**src/verilog/ilc_consts.vh**
```
// Constants of the interrupt level controller: register indexes, field
// layout, reset values and event bits.
// Assumes it is included by bare name from each design file that needs it.
//
// Notes on behaviour
// - The controller takes twelve request lines, each with its own two-bit level field.
// - A field with high bit 0 gives level 1, pattern 10 gives level 2, pattern 11 gives level 3 meaning none.
// - Fields sit four per byte in registers at indexes 7C to 7E, request n in bits 2(n mod 4)+1 and 2(n mod 4) of byte n/4.
// - An asserted request presents to the CPU the level taken from its own field.
// - Several active requests give one winner by priority, ties included, and only its level goes out.
// - A request stays up until the service routine clears its source, which ends processing for it.
// - A test register at index 7F holds two bits, 1 and 0, that reset to zero and are not used in normal work.
`ifndef ILC_CONSTS_VH
`define ILC_CONSTS_VH

// ----------------------------------------------------------------------
// Sizes
// ----------------------------------------------------------------------
`define ILC_NUM_REQ     12
`define ILC_NUM_W       4
`define ILC_ADDR_W      12

// ----------------------------------------------------------------------
// Register indexes; byte address is four times the index
// ----------------------------------------------------------------------
`define ILC_IDX_LVL0    10'h07C
`define ILC_IDX_LVL1    10'h07D
`define ILC_IDX_LVL2    10'h07E
`define ILC_IDX_TEST    10'h07F
`define ILC_IDX_STS     10'h080
`define ILC_IDX_CLR     10'h081
`define ILC_IDX_ENA     10'h082
`define ILC_IDX_WIN     10'h083
`define ILC_IDX_REQ     10'h084

// ----------------------------------------------------------------------
// Reset values and field encodings
// ----------------------------------------------------------------------
`define ILC_LVL_RST     8'hFF
`define ILC_TEST_RST    2'h0
`define ILC_LVL_ONE     2'h1
`define ILC_LVL_TWO     2'h2
`define ILC_LVL_NONE    2'h3

// ----------------------------------------------------------------------
// Event bits of the status, clear and enable registers
// ----------------------------------------------------------------------
`define ILC_EVT_W       3
`define ILC_EVT_NEW     0
`define ILC_EVT_TIE     1
`define ILC_EVT_MASKED  2

`endif

```
**src/verilog/ilc_arbiter.v**
```verilog
// Combinational arbiter: decodes each level field and picks one winner.
// Assumes request lines and fields are stable in the ref_clk domain.
`timescale 1ns/100ps
`include "ilc_consts.vh"

module ilc_arbiter
#(
   parameter NREQ = 12
)
(
   input  wire [NREQ-1:0]     reqIn,     // Active request lines
   input  wire [2*NREQ-1:0]   lvlFields, // Packed two-bit level fields
   output reg                 winValid,  // Some request may be forwarded
   output reg  [1:0]          winLevel,  // Winner level, none when idle
   output reg  [3:0]          winNum,    // Winner request number
   output reg                 winTie,    // Others share the best level
   output reg                 maskedAny  // Active request set to none
);

   // Field decode, used by both passes below
   function [1:0] decode_level;
      input [1:0] fld;
      begin
         if (!fld[1])
            decode_level = `ILC_LVL_ONE;
         else if (!fld[0])
            decode_level = `ILC_LVL_TWO;
         else
            decode_level = `ILC_LVL_NONE;
      end
   endfunction

   integer i;
   reg [1:0] lvl;

   // Strict compare keeps the first, lowest numbered request on a tie
   always @*
   begin
      winValid  = 1'b0;
      winLevel  = `ILC_LVL_NONE;
      winNum    = 4'h0;
      winTie    = 1'b0;
      maskedAny = 1'b0;
      lvl       = `ILC_LVL_NONE;
      for (i = 0; i < NREQ; i = i + 1)
      begin
         lvl = decode_level(lvlFields[2*i +: 2]);
         if (reqIn[i] && lvl == `ILC_LVL_NONE)
            maskedAny = 1'b1;
         if (reqIn[i] && lvl < winLevel)
         begin
            winValid = 1'b1;
            winLevel = lvl;
            winNum   = i[3:0];
         end
      end
      for (i = 0; i < NREQ; i = i + 1)
      begin
         lvl = decode_level(lvlFields[2*i +: 2]);
         if (winValid && reqIn[i] && lvl == winLevel
             && i[3:0] != winNum)
            winTie = 1'b1;
      end
   end

endmodule // ilc_arbiter

```
**src/verilog/ilc_evt_status.v**
```verilog
// Sticky event status with clear and enable registers, one level irq.
// Assumes single clock domain and strobes that last one enabled cycle.
`timescale 1ns/100ps
`include "ilc_consts.vh"

module ilc_evt_status
#(
   parameter W = 3
)
(
   input  wire          ref_clk,  // System clock
   input  wire          rst,      // Asynchronous reset, active high
   input  wire          clkEn,    // Freezes all state while low
   input  wire [W-1:0]  evtSet,   // Event pulses or levels
   input  wire          clrWr,    // Write strobe of clear register
   input  wire          enaWr,    // Write strobe of enable register
   input  wire [W-1:0]  wrData,   // Write data for both strobes
   output wire [W-1:0]  sts,      // Sticky status
   output wire [W-1:0]  ena,      // Enable mask
   output wire          irq       // High while an enabled bit is set
);

   reg [W-1:0] sts_ff;
   reg [W-1:0] ena_ff;
   reg         irq_ff;
   wire [W-1:0] nxt_sts;
   wire [W-1:0] nxt_ena;

   // Set wins over a clear in the same cycle so no event is lost
   assign nxt_sts = (sts_ff & ~(clrWr ? wrData : {W{1'b0}})) | evtSet;
   assign nxt_ena = enaWr ? wrData : ena_ff;

   // Irq registered from next values so it follows status at once
   always @(posedge ref_clk or posedge rst)
   begin
      if (rst)
      begin
         sts_ff <= {W{1'b0}};
         ena_ff <= {W{1'b0}};
         irq_ff <= 1'b0;
      end
      else if (clkEn)
      begin
         sts_ff <= nxt_sts;
         ena_ff <= nxt_ena;
         irq_ff <= |(nxt_sts & nxt_ena);
      end
   end

   assign sts = sts_ff;
   assign ena = ena_ff;
   assign irq = irq_ff;

endmodule // ilc_evt_status

```
**src/verilog/ilc_controller.v**
```verilog
// Interrupt level controller top: APB register file, level fields,
// arbitration and the registered level presented to the CPU core.
// Assumes request lines come from logic on ref_clk, so no synchroniser,
// and an APB master that holds each request until pready is seen.
`timescale 1ns/100ps
`include "ilc_consts.vh"

module ilc_controller
#(
   parameter NREQ = `ILC_NUM_REQ
)
(
   input  wire                   ref_clk,     // System clock, 200 MHz
   input  wire                   rst,         // Async reset, active high
   input  wire                   clkEn,       // Freezes state while low
   // APB slave
   input  wire                   psel,        // Slave select
   input  wire                   penable,     // Access phase
   input  wire                   pwrite,      // Write when high
   input  wire [`ILC_ADDR_W-1:0] paddr,       // Byte address
   input  wire [31:0]            pwdata,      // Write data
   output wire [31:0]            prdata,      // Read data
   output wire                   pready,      // Transfer done
   output wire                   pslverr,     // Unmapped address
   // Peripherals
   input  wire [NREQ-1:0]        reqIn,       // Request lines
   // CPU core
   output wire [1:0]             cpuLevel,    // Requested level
   output wire                   cpuReqValid, // A level is presented
   output wire [`ILC_NUM_W-1:0]  cpuReqNum,   // Winning request number
   // System
   output wire                   irq,         // Event interrupt, level
   output wire [1:0]             testBits     // Test register bits
);

   // -------------------------------------------------------------------
   // Address decode
   // -------------------------------------------------------------------

   // Word index of a byte address; low two bits are the byte lane
   function [9:0] word_index;
      input [`ILC_ADDR_W-1:0] adr;
      begin
         word_index = adr[`ILC_ADDR_W-1:2];
      end
   endfunction

   // True when the index belongs to a register of this block
   function mapped_index;
      input [9:0] idx;
      begin
         case (idx)
            `ILC_IDX_LVL0,
            `ILC_IDX_LVL1,
            `ILC_IDX_LVL2,
            `ILC_IDX_TEST,
            `ILC_IDX_STS,
            `ILC_IDX_CLR,
            `ILC_IDX_ENA,
            `ILC_IDX_WIN,
            `ILC_IDX_REQ : mapped_index = 1'b1;
            default      : mapped_index = 1'b0;
         endcase
      end
   endfunction

   // -------------------------------------------------------------------
   // Storage
   // -------------------------------------------------------------------

   reg  [7:0]             lvlSel_ff [0:2];  // level_select_0_3 .. 8_11
   reg  [1:0]             testCtl_ff;       // factory_test_control
   reg  [31:0]            prdata_ff;
   reg                    pready_ff;
   reg                    pslverr_ff;
   reg  [1:0]             cpuLevel_ff;
   reg                    cpuValid_ff;
   reg  [`ILC_NUM_W-1:0]  cpuNum_ff;

   reg  [31:0]            nxt_prdata;
   reg                    nxt_pslverr;

   wire [9:0]             accIdx;
   wire                   setupPh;
   wire                   accessDone;
   wire                   wrDone;
   wire [2*NREQ-1:0]      lvlFields;

   wire                   winValid;
   wire [1:0]             winLevel;
   wire [3:0]             winNum;
   wire                   winTie;
   wire                   maskedAny;

   wire [`ILC_EVT_W-1:0]  evtSet;
   wire [`ILC_EVT_W-1:0]  evtSts;
   wire [`ILC_EVT_W-1:0]  evtEna;
   wire                   irqInt;
   wire                   winChange;

   // -------------------------------------------------------------------
   // APB phase decode
   // -------------------------------------------------------------------

   // A write lands only on the edge at which the master sees pready
   assign accIdx     = word_index(paddr);
   assign setupPh    = psel & ~penable;
   assign accessDone = psel & penable & pready_ff;
   assign wrDone     = accessDone & pwrite;

   // -------------------------------------------------------------------
   // Level fields packed into one vector for the arbiter
   // -------------------------------------------------------------------

   // Request n takes bits 2(n mod 4)+1:2(n mod 4) of byte n/4
   genvar g;
   generate
      for (g = 0; g < NREQ; g = g + 1)
      begin : gFld
         assign lvlFields[2*g +: 2] =
            lvlSel_ff[g/4][2*(g%4) +: 2];
      end
   endgenerate

   // -------------------------------------------------------------------
   // Level register writes
   // -------------------------------------------------------------------

   // Full byte written from the low lane; upper data bits are dropped
   integer k;
   always @(posedge ref_clk or posedge rst)
   begin
      if (rst)
      begin
         for (k = 0; k < 3; k = k + 1)
            lvlSel_ff[k] <= `ILC_LVL_RST;
         testCtl_ff <= `ILC_TEST_RST;
      end
      else if (clkEn && wrDone)
      begin
         case (accIdx)
            `ILC_IDX_LVL0 : lvlSel_ff[0] <= pwdata[7:0];
            `ILC_IDX_LVL1 : lvlSel_ff[1] <= pwdata[7:0];
            `ILC_IDX_LVL2 : lvlSel_ff[2] <= pwdata[7:0];
            `ILC_IDX_TEST : testCtl_ff  <= pwdata[1:0];
            default       : ;
         endcase
      end
   end

   // -------------------------------------------------------------------
   // Read data mux, evaluated in the setup cycle
   // -------------------------------------------------------------------

   // Read data is captured one cycle early; status set in the access
   // cycle itself shows on the next read, a deliberate zero-wait trade
   always @*
   begin
      nxt_prdata  = 32'h0000_0000;
      nxt_pslverr = 1'b0;
      case (accIdx)
         `ILC_IDX_LVL0 : nxt_prdata[7:0] = lvlSel_ff[0];
         `ILC_IDX_LVL1 : nxt_prdata[7:0] = lvlSel_ff[1];
         `ILC_IDX_LVL2 : nxt_prdata[7:0] = lvlSel_ff[2];
         `ILC_IDX_TEST : nxt_prdata[1:0] = testCtl_ff;
         `ILC_IDX_STS  : nxt_prdata[`ILC_EVT_W-1:0] = evtSts;
         `ILC_IDX_ENA  : nxt_prdata[`ILC_EVT_W-1:0] = evtEna;
         `ILC_IDX_WIN  :
         begin
            nxt_prdata[1:0] = cpuLevel_ff;
            nxt_prdata[7:4] = cpuNum_ff;
            nxt_prdata[8]   = cpuValid_ff;
         end
         `ILC_IDX_REQ  : nxt_prdata[NREQ-1:0] = reqIn;
         default       : nxt_prdata = 32'h0000_0000;
      endcase
      if (!mapped_index(accIdx))
         nxt_pslverr = 1'b1;
   end

   // -------------------------------------------------------------------
   // APB answer flops
   // -------------------------------------------------------------------

   // Every transfer gets exactly one access cycle with pready high
   always @(posedge ref_clk or posedge rst)
   begin
      if (rst)
      begin
         prdata_ff  <= 32'h0000_0000;
         pready_ff  <= 1'b0;
         pslverr_ff <= 1'b0;
      end
      else if (clkEn)
      begin
         if (setupPh)
         begin
            prdata_ff  <= pwrite ? 32'h0000_0000 : nxt_prdata;
            pready_ff  <= 1'b1;
            pslverr_ff <= nxt_pslverr;
         end
         else
         begin
            pready_ff  <= 1'b0;
            pslverr_ff <= 1'b0;
         end
      end
   end

   // -------------------------------------------------------------------
   // Arbitration
   // -------------------------------------------------------------------

   // Peripherals raise lines only when source and own enable are set
   ilc_arbiter
   #(
      .NREQ      (NREQ)
   )
   uArb
   (
      .reqIn     (reqIn),
      .lvlFields (lvlFields),
      .winValid  (winValid),
      .winLevel  (winLevel),
      .winNum    (winNum),
      .winTie    (winTie),
      .maskedAny (maskedAny)
   );

   // -------------------------------------------------------------------
   // Level presented to the CPU
   // -------------------------------------------------------------------

   // Registered each cycle; holds while the request line stays up and
   // drops the cycle after the source is cleared by the routine
   always @(posedge ref_clk or posedge rst)
   begin
      if (rst)
      begin
         cpuLevel_ff <= `ILC_LVL_NONE;
         cpuValid_ff <= 1'b0;
         cpuNum_ff   <= {`ILC_NUM_W{1'b0}};
      end
      else if (clkEn)
      begin
         cpuLevel_ff <= winLevel;
         cpuValid_ff <= winValid;
         cpuNum_ff   <= winNum;
      end
   end

   // -------------------------------------------------------------------
   // Events
   // -------------------------------------------------------------------

   // A new or changed winner is an event; so is a tie at such a change
   // and a request held back because its field reads none
   assign winChange = winValid &
                      (~cpuValid_ff | (winNum != cpuNum_ff));
   assign evtSet[`ILC_EVT_NEW]    = winChange;
   assign evtSet[`ILC_EVT_TIE]    = winChange & winTie;
   assign evtSet[`ILC_EVT_MASKED] = maskedAny;

   ilc_evt_status
   #(
      .W       (`ILC_EVT_W)
   )
   uEvt
   (
      .ref_clk (ref_clk),
      .rst     (rst),
      .clkEn   (clkEn),
      .evtSet  (evtSet),
      .clrWr   (wrDone & (accIdx == `ILC_IDX_CLR)),
      .enaWr   (wrDone & (accIdx == `ILC_IDX_ENA)),
      .wrData  (pwdata[`ILC_EVT_W-1:0]),
      .sts     (evtSts),
      .ena     (evtEna),
      .irq     (irqInt)
   );

   // -------------------------------------------------------------------
   // Outputs
   // -------------------------------------------------------------------

   // The CPU side compares and enables on its own; only flops go out
   assign prdata      = prdata_ff;
   assign pready      = pready_ff;
   assign pslverr     = pslverr_ff;
   assign cpuLevel    = cpuLevel_ff;
   assign cpuReqValid = cpuValid_ff;
   assign cpuReqNum   = cpuNum_ff;
   assign irq         = irqInt;
   assign testBits    = testCtl_ff;

endmodule // ilc_controller

```
**config.mk**
```make
export PLATFORM = sky130hd
export DESIGN_NAME = ilc_controller
export DESIGN_NICKNAME = d
export VERILOG_FILES = /design/src/verilog/ilc_arbiter.v /design/src/verilog/ilc_evt_status.v /design/src/verilog/ilc_controller.v
export VERILOG_INCLUDE_DIRS = /design/src /design/src/verilog
export SDC_FILE = /design/constraint.sdc
export NUM_CORES = 1
export LEC_CHECK = 0
export BUFFER_PORTS_ARGS = -buffer_cell sky130_fd_sc_hd__buf_2
export CORE_MARGIN = 3
export CORE_UTILIZATION = 50
export DETAILED_ROUTE_END_ITERATION = 10
export GPL_TIMING_DRIVEN = 0
export PLACE_DENSITY = 0.78
export SETUP_SLACK_MARGIN = 0.4
export SYNTH_ARGS = -nofsm -noshare
export SYNTH_HDL_FRONTEND = slang
export SYNTH_SLANG_ARGS = --single-unit
```
**constraint.sdc**
```tcl
create_clock -name ref_clk -period 4.7 [get_ports ref_clk]
set_input_delay 0.705 -clock ref_clk [delete_from_list [all_inputs] [get_ports ref_clk]]
set_output_delay 0.705 -clock ref_clk [all_outputs]
set_load 0.05 [all_outputs]
```
# --- Word level (Yosys, flattened, before mapping) ---
# Index checks and enable logic that the tools add are counted.
word_totals:
  inputBits: 62
  regBits: 74
  out_inout_bits: 44
  wordCells: 250
op_classes:
  reduce_logical: 69
  n_lt_le_gt_ge: 12
  bitwise_logic: 15
  mux: 96
  eq_ne: 45
op_table:
  columns: ["operator", "n"]
  rows:
  - ["logical AND 1 bit", 61]
  - ["2-to-1 mux 1 bit", 53]
  - ["2-to-1 mux 2 bit", 26]
  - ["== test 10 x 8 -> 1 bit, second input constant", 5]
  - ["== test 10 x 7 -> 1 bit, second input constant", 4]
  - ["== test 2 bit", 12]
  - ["== test 2 bit, second input constant", 12]
  - ["less-than comparator 2 bit", 11]
  - ["2-to-1 mux 3 bit", 7]
  - ["case mux 4 bit (5 select lines)", 1]
  - ["2-to-1 mux 4 bit", 4]
  - ["inequality test 3 x 4 -> 1 bit, first input constant", 4]
  - ["inequality test 4 bit, first input constant", 4]
  - ["case mux 2 bit (8 select lines)", 1]
  - ["2-to-1 mux 12 bit", 1]
  - ["AND reduction 2 bit", 5]
  - ["OR reduction 9 bit", 1]
  - ["bitwise AND 1 bit", 8]
  - ["inequality test 2 x 4 -> 1 bit, first input constant", 2]
  - ["bitwise AND 3 bit", 2]
  - ["case mux 1 bit (6 select lines)", 1]
  - ["inequality test 1 x 4 -> 1 bit, first input constant", 1]
  - ["inequality test 4 bit", 1]
  - ["case mux 1 bit (4 select lines)", 1]
  - ["8 further kinds", 9]

# --- Depth between registers and ports, before layout ---
depth:
  depth_word: 57
  mapped_depth: 20
  depth_no_buf: 19

# --- Cells and area by module ---
# From an unflattened synthesis, not the netlist that was laid out.
unflattened:
  hier_cells: 466
  hier_area_um2: 4550.6
modules_own_cells:
  columns: ["module", "cells_each", "area_each_um2", "seq_area_each_um2", "n_inst"]
  rows:
  - ["ilc_controller", 222, 2693.8, 1208.7, 1]
  - ["ilc_arbiter", 212, 1473.9, 0.0, 1]
  - ["ilc_evt_status", 32, 382.9, 175.2, 1]

# --- Worst setup path before layout ---
# Ideal clock, no wire load.
synth_timing:
  path_type: "in2reg"
  from: "in reqIn[0]"
  to: "reg uEvt.irq_ff, in the netlist uEvt.irq"
  cell_stages: 19
  setup_slack_ns: 0.163
  arrival_ns: 4.441
  setup_time_ns: 0.095
  path_buffers: 0
  required_ns: 4.605
  path_cell_list: "and2b_4 ha_1 nand2b_4 mux2i_4 nand3_1 nor3_2 inv_1 ha_1 nor2b_1 a21boi_1 o22ai_1 or4_1 o32a_1 nand3_1 o311a_1 o221a_1 a211oi_1 and4_1 o31ai_1"
synth_via:
  elab_chain_cells: 54
  elab_cells_between_ends: 150
  cone_classes: "order compare: 11; eq/ne: 24; mux: 59; bitwise: 5; reduce/logical: 51"
synth_rtl:
  columns: ["item", "line_no", "rtl"]
  rows:
  - ["from (decl)", "ilc_controller.v:26", "input wire [NREQ-1:0] reqIn,"]
  - ["logical AND 1 bit", "ilc_arbiter.v:50", "if (reqIn[i] && lvl < winLevel)"]
  - ["2-to-1 mux 2 bit", "ilc_arbiter.v:50", null]
  - ["less-than comparator 2 bit", "ilc_arbiter.v:50", null]
  - ["logical AND 1 bit", "ilc_arbiter.v:50", null]
  - ["2-to-1 mux 2 bit", "ilc_arbiter.v:50", null]
  - ["less-than comparator 2 bit", "ilc_arbiter.v:50", null]
  - ["logical AND 1 bit", "ilc_arbiter.v:50", null]
  - ["2-to-1 mux 2 bit", "ilc_arbiter.v:50", null]
  - ["[27 not listed]", null, null]
  - ["== test 2 bit or logical AND 1 bit (tied branches)", "ilc_arbiter.v:60", "if (winValid && reqIn[i] && lvl == winLevel"]
  - ["logical AND 1 bit", "ilc_arbiter.v:60", null]
  - ["logical AND 1 bit", "ilc_arbiter.v:61", "&& i[3:0] != winNum)"]
  - ["2-to-1 mux 1 bit (12 in a row)", "ilc_arbiter.v:60", null]
  - ["bitwise AND 1 bit", "ilc_controller.v:261", "assign evtSet[`ILC_EVT_TIE] = winChange & winTie;"]
  - ["OR 3 bit (*)", "ilc_evt_status.v:30", "assign nxt_sts = (sts_ff & ~(clrWr ? wrData : {W{1'b0}})) | evtSet;"]
  - ["bitwise AND 3 bit (*)", "ilc_evt_status.v:46", "irq_ff <= |(nxt_sts & nxt_ena);"]
  - ["OR reduction 3 bit (*)", "ilc_evt_status.v:46", null]
  - ["to (signal assigned)", "ilc_evt_status.v:46", null]
  - ["to (decl)", "ilc_evt_status.v:25", "reg irq_ff;"]
# Mark *: on every way between the ends. The rest lies on a longest branch, timed or not.
# A chain may end at the register's enable or synchronous reset.

# --- Worst setup path after layout ---
# Ends and elaborated chain as after synthesis.

==> results.py <==
metrics = {
    "outcome": {
        "status": "finished, final reports clean",
    },
    "global_routing": {
        "grt_pass1_vias": 4399,
        "gr-usage-met1": 0.419,
        "grt_pass1_wl_mm": 23.6,
        "antenna_found_initial": 0,
        "met3_usage": 0.0657,
        "grtUsageMet2": 0.452,
        "grt_overflow": 0,
        "grt_max_degree": 29,
        "grt_usage": 0.297,
        "top_usage_layer": "met2",
    },
    "floorplan": {
        "initial_core_util": 0.515,
        "die-area_um2": 10200,
        "die_x_um": 101,
        "die_h_um": 101,
        "ioPinCount": 106,
        "core_area_um2": 8760,
        "num_rows": 34,
    },
    "logic_synthesis": {
        "async_flop_share": 1.00,
        "avgSynthCellArea_um2": 8.57,
        "ys_seq_elements": 54,
        "ys_seq_area_frac": 0.306,
        "netlist_area_um2": 4520,
        "yosys_warnings": 0,
        "synth-edff-count": 0,
        "syn_inst": 527,
        "synth_cell_types": 84,
        "synthFlopType": "dfrtp_1",
    },
    "layout": {
        "syn2layout_area_growth_pct": 24.4,
        "diodes": 0,
        "drive_gt1_frac": 0.366,
        "multi_input_area_um2": 3230,
        "finalNetCount": 695,
        "fin_area_um2": 5620,
        "final_util": 0.641,
        "fillers": 770,
        "seq_area_um2": 1380,
        "mostFrequentLayoutCells": "61 x nand2_1, 58 x buf_2, 37 x buf_4",
        "mostFrequentLayoutCell": "nand2_1",
        "layout.cells.non_filler": 740,
    },
    "min_path": {
        "min_path_type": "in2async",
    },
    "cts": {
        "clockBufferDepth": 2,
        "clock-root-buffer": "clkbuf_8",
        "cts_tree": "done",
        "htree_levels": 2,
        "cts_buffers": 5,
        "clock_latency_ps": 310,
        "cts_hold_buf": 0,
        "clk_pin_slew_worst_paths_ps": 100,
        "cts.sinks": 54,
    },
    "timing": {
        "tightestPinTransition_ps": 1260,
        "finalWorstSetupSlack_ps": 497,
        "slew_headroom": 0.149,
        "fin_tns_setup_ps": 0,
        "fmax_ghz": 0.238,
        "hold_violations": 0,
        "slew_violations": 0,
        "fin_crit_ps": 4200,
        "hold_slack_ps": 445,
        "finalSetupViolCount": 0,
        "rsz0062_at_grt": "yes",
        "finClkSkew_ps": 10.3,
        "min_period_over_period": 0.894,
    },
    "critical_path": {
        "crit_slowest_cell": "or4b_4",
        "crit_fanout": 7,
        "critical_path.max_stage_delay_ps": 560,
        "r2r.worst_path.cells": 19,
        "crit_required_ps": 4880,
        "cp-end-kind": "register",
        "crit_type": "in2reg",
        "critPathLaunchType": "primary input",
        "crit_chain": "clkbuf_4 -> and2b_4 -> ha_4 -> nand2b_4 -> mux2i_4 -> nand3_4 -> nor3_4 -> inv_2 -> ha_4 -> a21boi_4 -> a21oi_2 -> o21ai_2 -> a21oi_2 -> buf_6 -> nand2_4 -> or4b_4 -> o221a_1 -> a211oi_2 -> and4_4 -> o31ai_2",
        "arrival_ps": 4390,
    },
    "run": {
        "cap_violations": 0,
    },
    "detailed_routing": {
        "via_per_inst": 6.53,
        "drt_iter0_markers": 545,
        "vias": 4834,
        "post_drt_wl_per_cell_um": 21.3,
        "antenna_left": 0,
        "drc": 0,
        "wl_mm": 15.7,
        "first_pass_iters": 8,
    },
    "place": {
        "gp_congestion": 1.02,
        "dp_cells": 713,
        "post-place-ws_ps": -660,
        "portBuffers": 58,
        "place_area_um2": 5050,
        "dpl.hpwl_mm": 11.8,
    },
    "power": {
        "vdd_ir_drop_max_v": 0.000162,
        "power_density_nw_per_um2": 202,
        "p_leak_nw": 2.40,
        "power_mw": 1.13,
    },
}
-- cell families (layout without fill, tap and decap cells) --
group | after synthesis | count (layout) | synth area share
simple gates | 220 | 220 | 0.262
compound gates | 152 | 152 | 0.250
flops | 54 | 54 | 0.306
buf+inv | 49 | 135 | 0.0574
mux | 39 | 39 | 0.0989
xor+xnor | 10 | 10 | 0.0194
fa+ha+maj | 2 | 2 | 0.00554
other cells | 1 | 20 | 0.000830
-- critical path: cells and delay by family --
family                   cells  cell delay, ps
AND/OR/NAND/NOR              7            1570
AO/OA/AOI/OAI                7             980
adder cells (fa/ha/maj)      2             430
buffers and inverters        3             370
multiplexers                 1             330
-- registers in the layout, summed over array words and instances, names as in the netlist --
| signal | cells |
|---|---|
| pready | 1 |
| prdata | 12 |
| cpuReqNum | 4 |
| uEvt.sts | 3 |
| cpuReqValid | 1 |
| cpuLevel | 2 |
| pslverr | 1 |
| uEvt.ena | 3 |
| lvlFields | 24 |
| uEvt.irq | 1 |
| testBits | 2 |
-- where the power goes --
group          internal (mW)  switching (mW)
combinational          0.105           0.214
sequential             0.476          0.0111
clock                  0.175           0.152
total                  0.756           0.377
-- metal layers --
metal  up-vias  share of wire
li1       2169              -
met1      2294           0.42
met2       320           0.46
met3        51          0.099
met4         0          0.028
met5         -              0
-- layout make-up --
| type | instances | area share |
|---|---|---|
| buffer | 34 | 0.0383 |
| clock buffer | 6 | 0.0147 |
| clock inverter | 2 | 0.00690 |
| inverter | 15 | 0.0100 |
| multi-input combinational | 443 | 0.576 |
| sequential | 54 | 0.246 |
| tap | 108 | 0.0241 |
| timing repair buffer | 78 | 0.0840 |
-- final timing paths --
path,startpoint,end,slack [ps]
max,reqIn[0],uEvt.irq$_DFFE_PP0P_,500
min,rst,cpuReqValid$_DFFE_PP0P_,450
max reg2reg,lvlFields[1]$_DFFE_PP1P_,uEvt.irq$_DFFE_PP0P_,500
min reg2reg,prdata[7]$_DFFE_PP0P_,prdata[7]$_DFFE_PP0P_,480
max in group asynchronous,rst,lvlFields[23]$_DFFE_PP1P_,3630
min in group ref_clk,prdata[7]$_DFFE_PP0P_,prdata[7]$_DFFE_PP0P_,480
-- cells in the mapped netlist (all sizes together) (3+ instances only) --
cell type   n  area (µm²)
a31oi       5        31.3
nor4b       4        41.3
nand4       8        50.1
o21a        4        37.5
nor3       17         118
nand2b     20         133
o22ai       4        25.0
xnor2       9        78.8
mux2i       7        82.6
a41oi       5        43.8
nor4        5        37.5
clkbuf     13        48.8
o311a       3        30.0
o32ai       4        42.6
nand2      64         245
a222oi      5        50.1
and2        3        18.8
nor2b      16         100
a22oi      13        97.6
o211ai      5        37.5
a211oi      4        30.0
or2         3        18.8
a21o        4        30.0
inv        15        56.3
mux2       32         364
a21boi      7        67.6
o31ai       6        45.0
a32oi       3        26.3
or3         6        37.5
nor3b       3        27.5
o21ai      31         159
nor2       30         113
nand3b      4        30.0
a21oi      23         123
nand3      26         130
buf        21         154
and3        6        37.5
o2111ai     4        35.0
dfrtp      28         701
dfstp      26         683
-- timing repair --
| item | 4_1_cts | 5_1_grt |
|---|---|---|
| setup endpoints to repair | 3 | 3 |
| setup buffers | 9 | 10 |
| gates resized for setup | 25 | 36 |
| pin swaps | 5 | 16 |
Power figures use the tool's default switching activity.
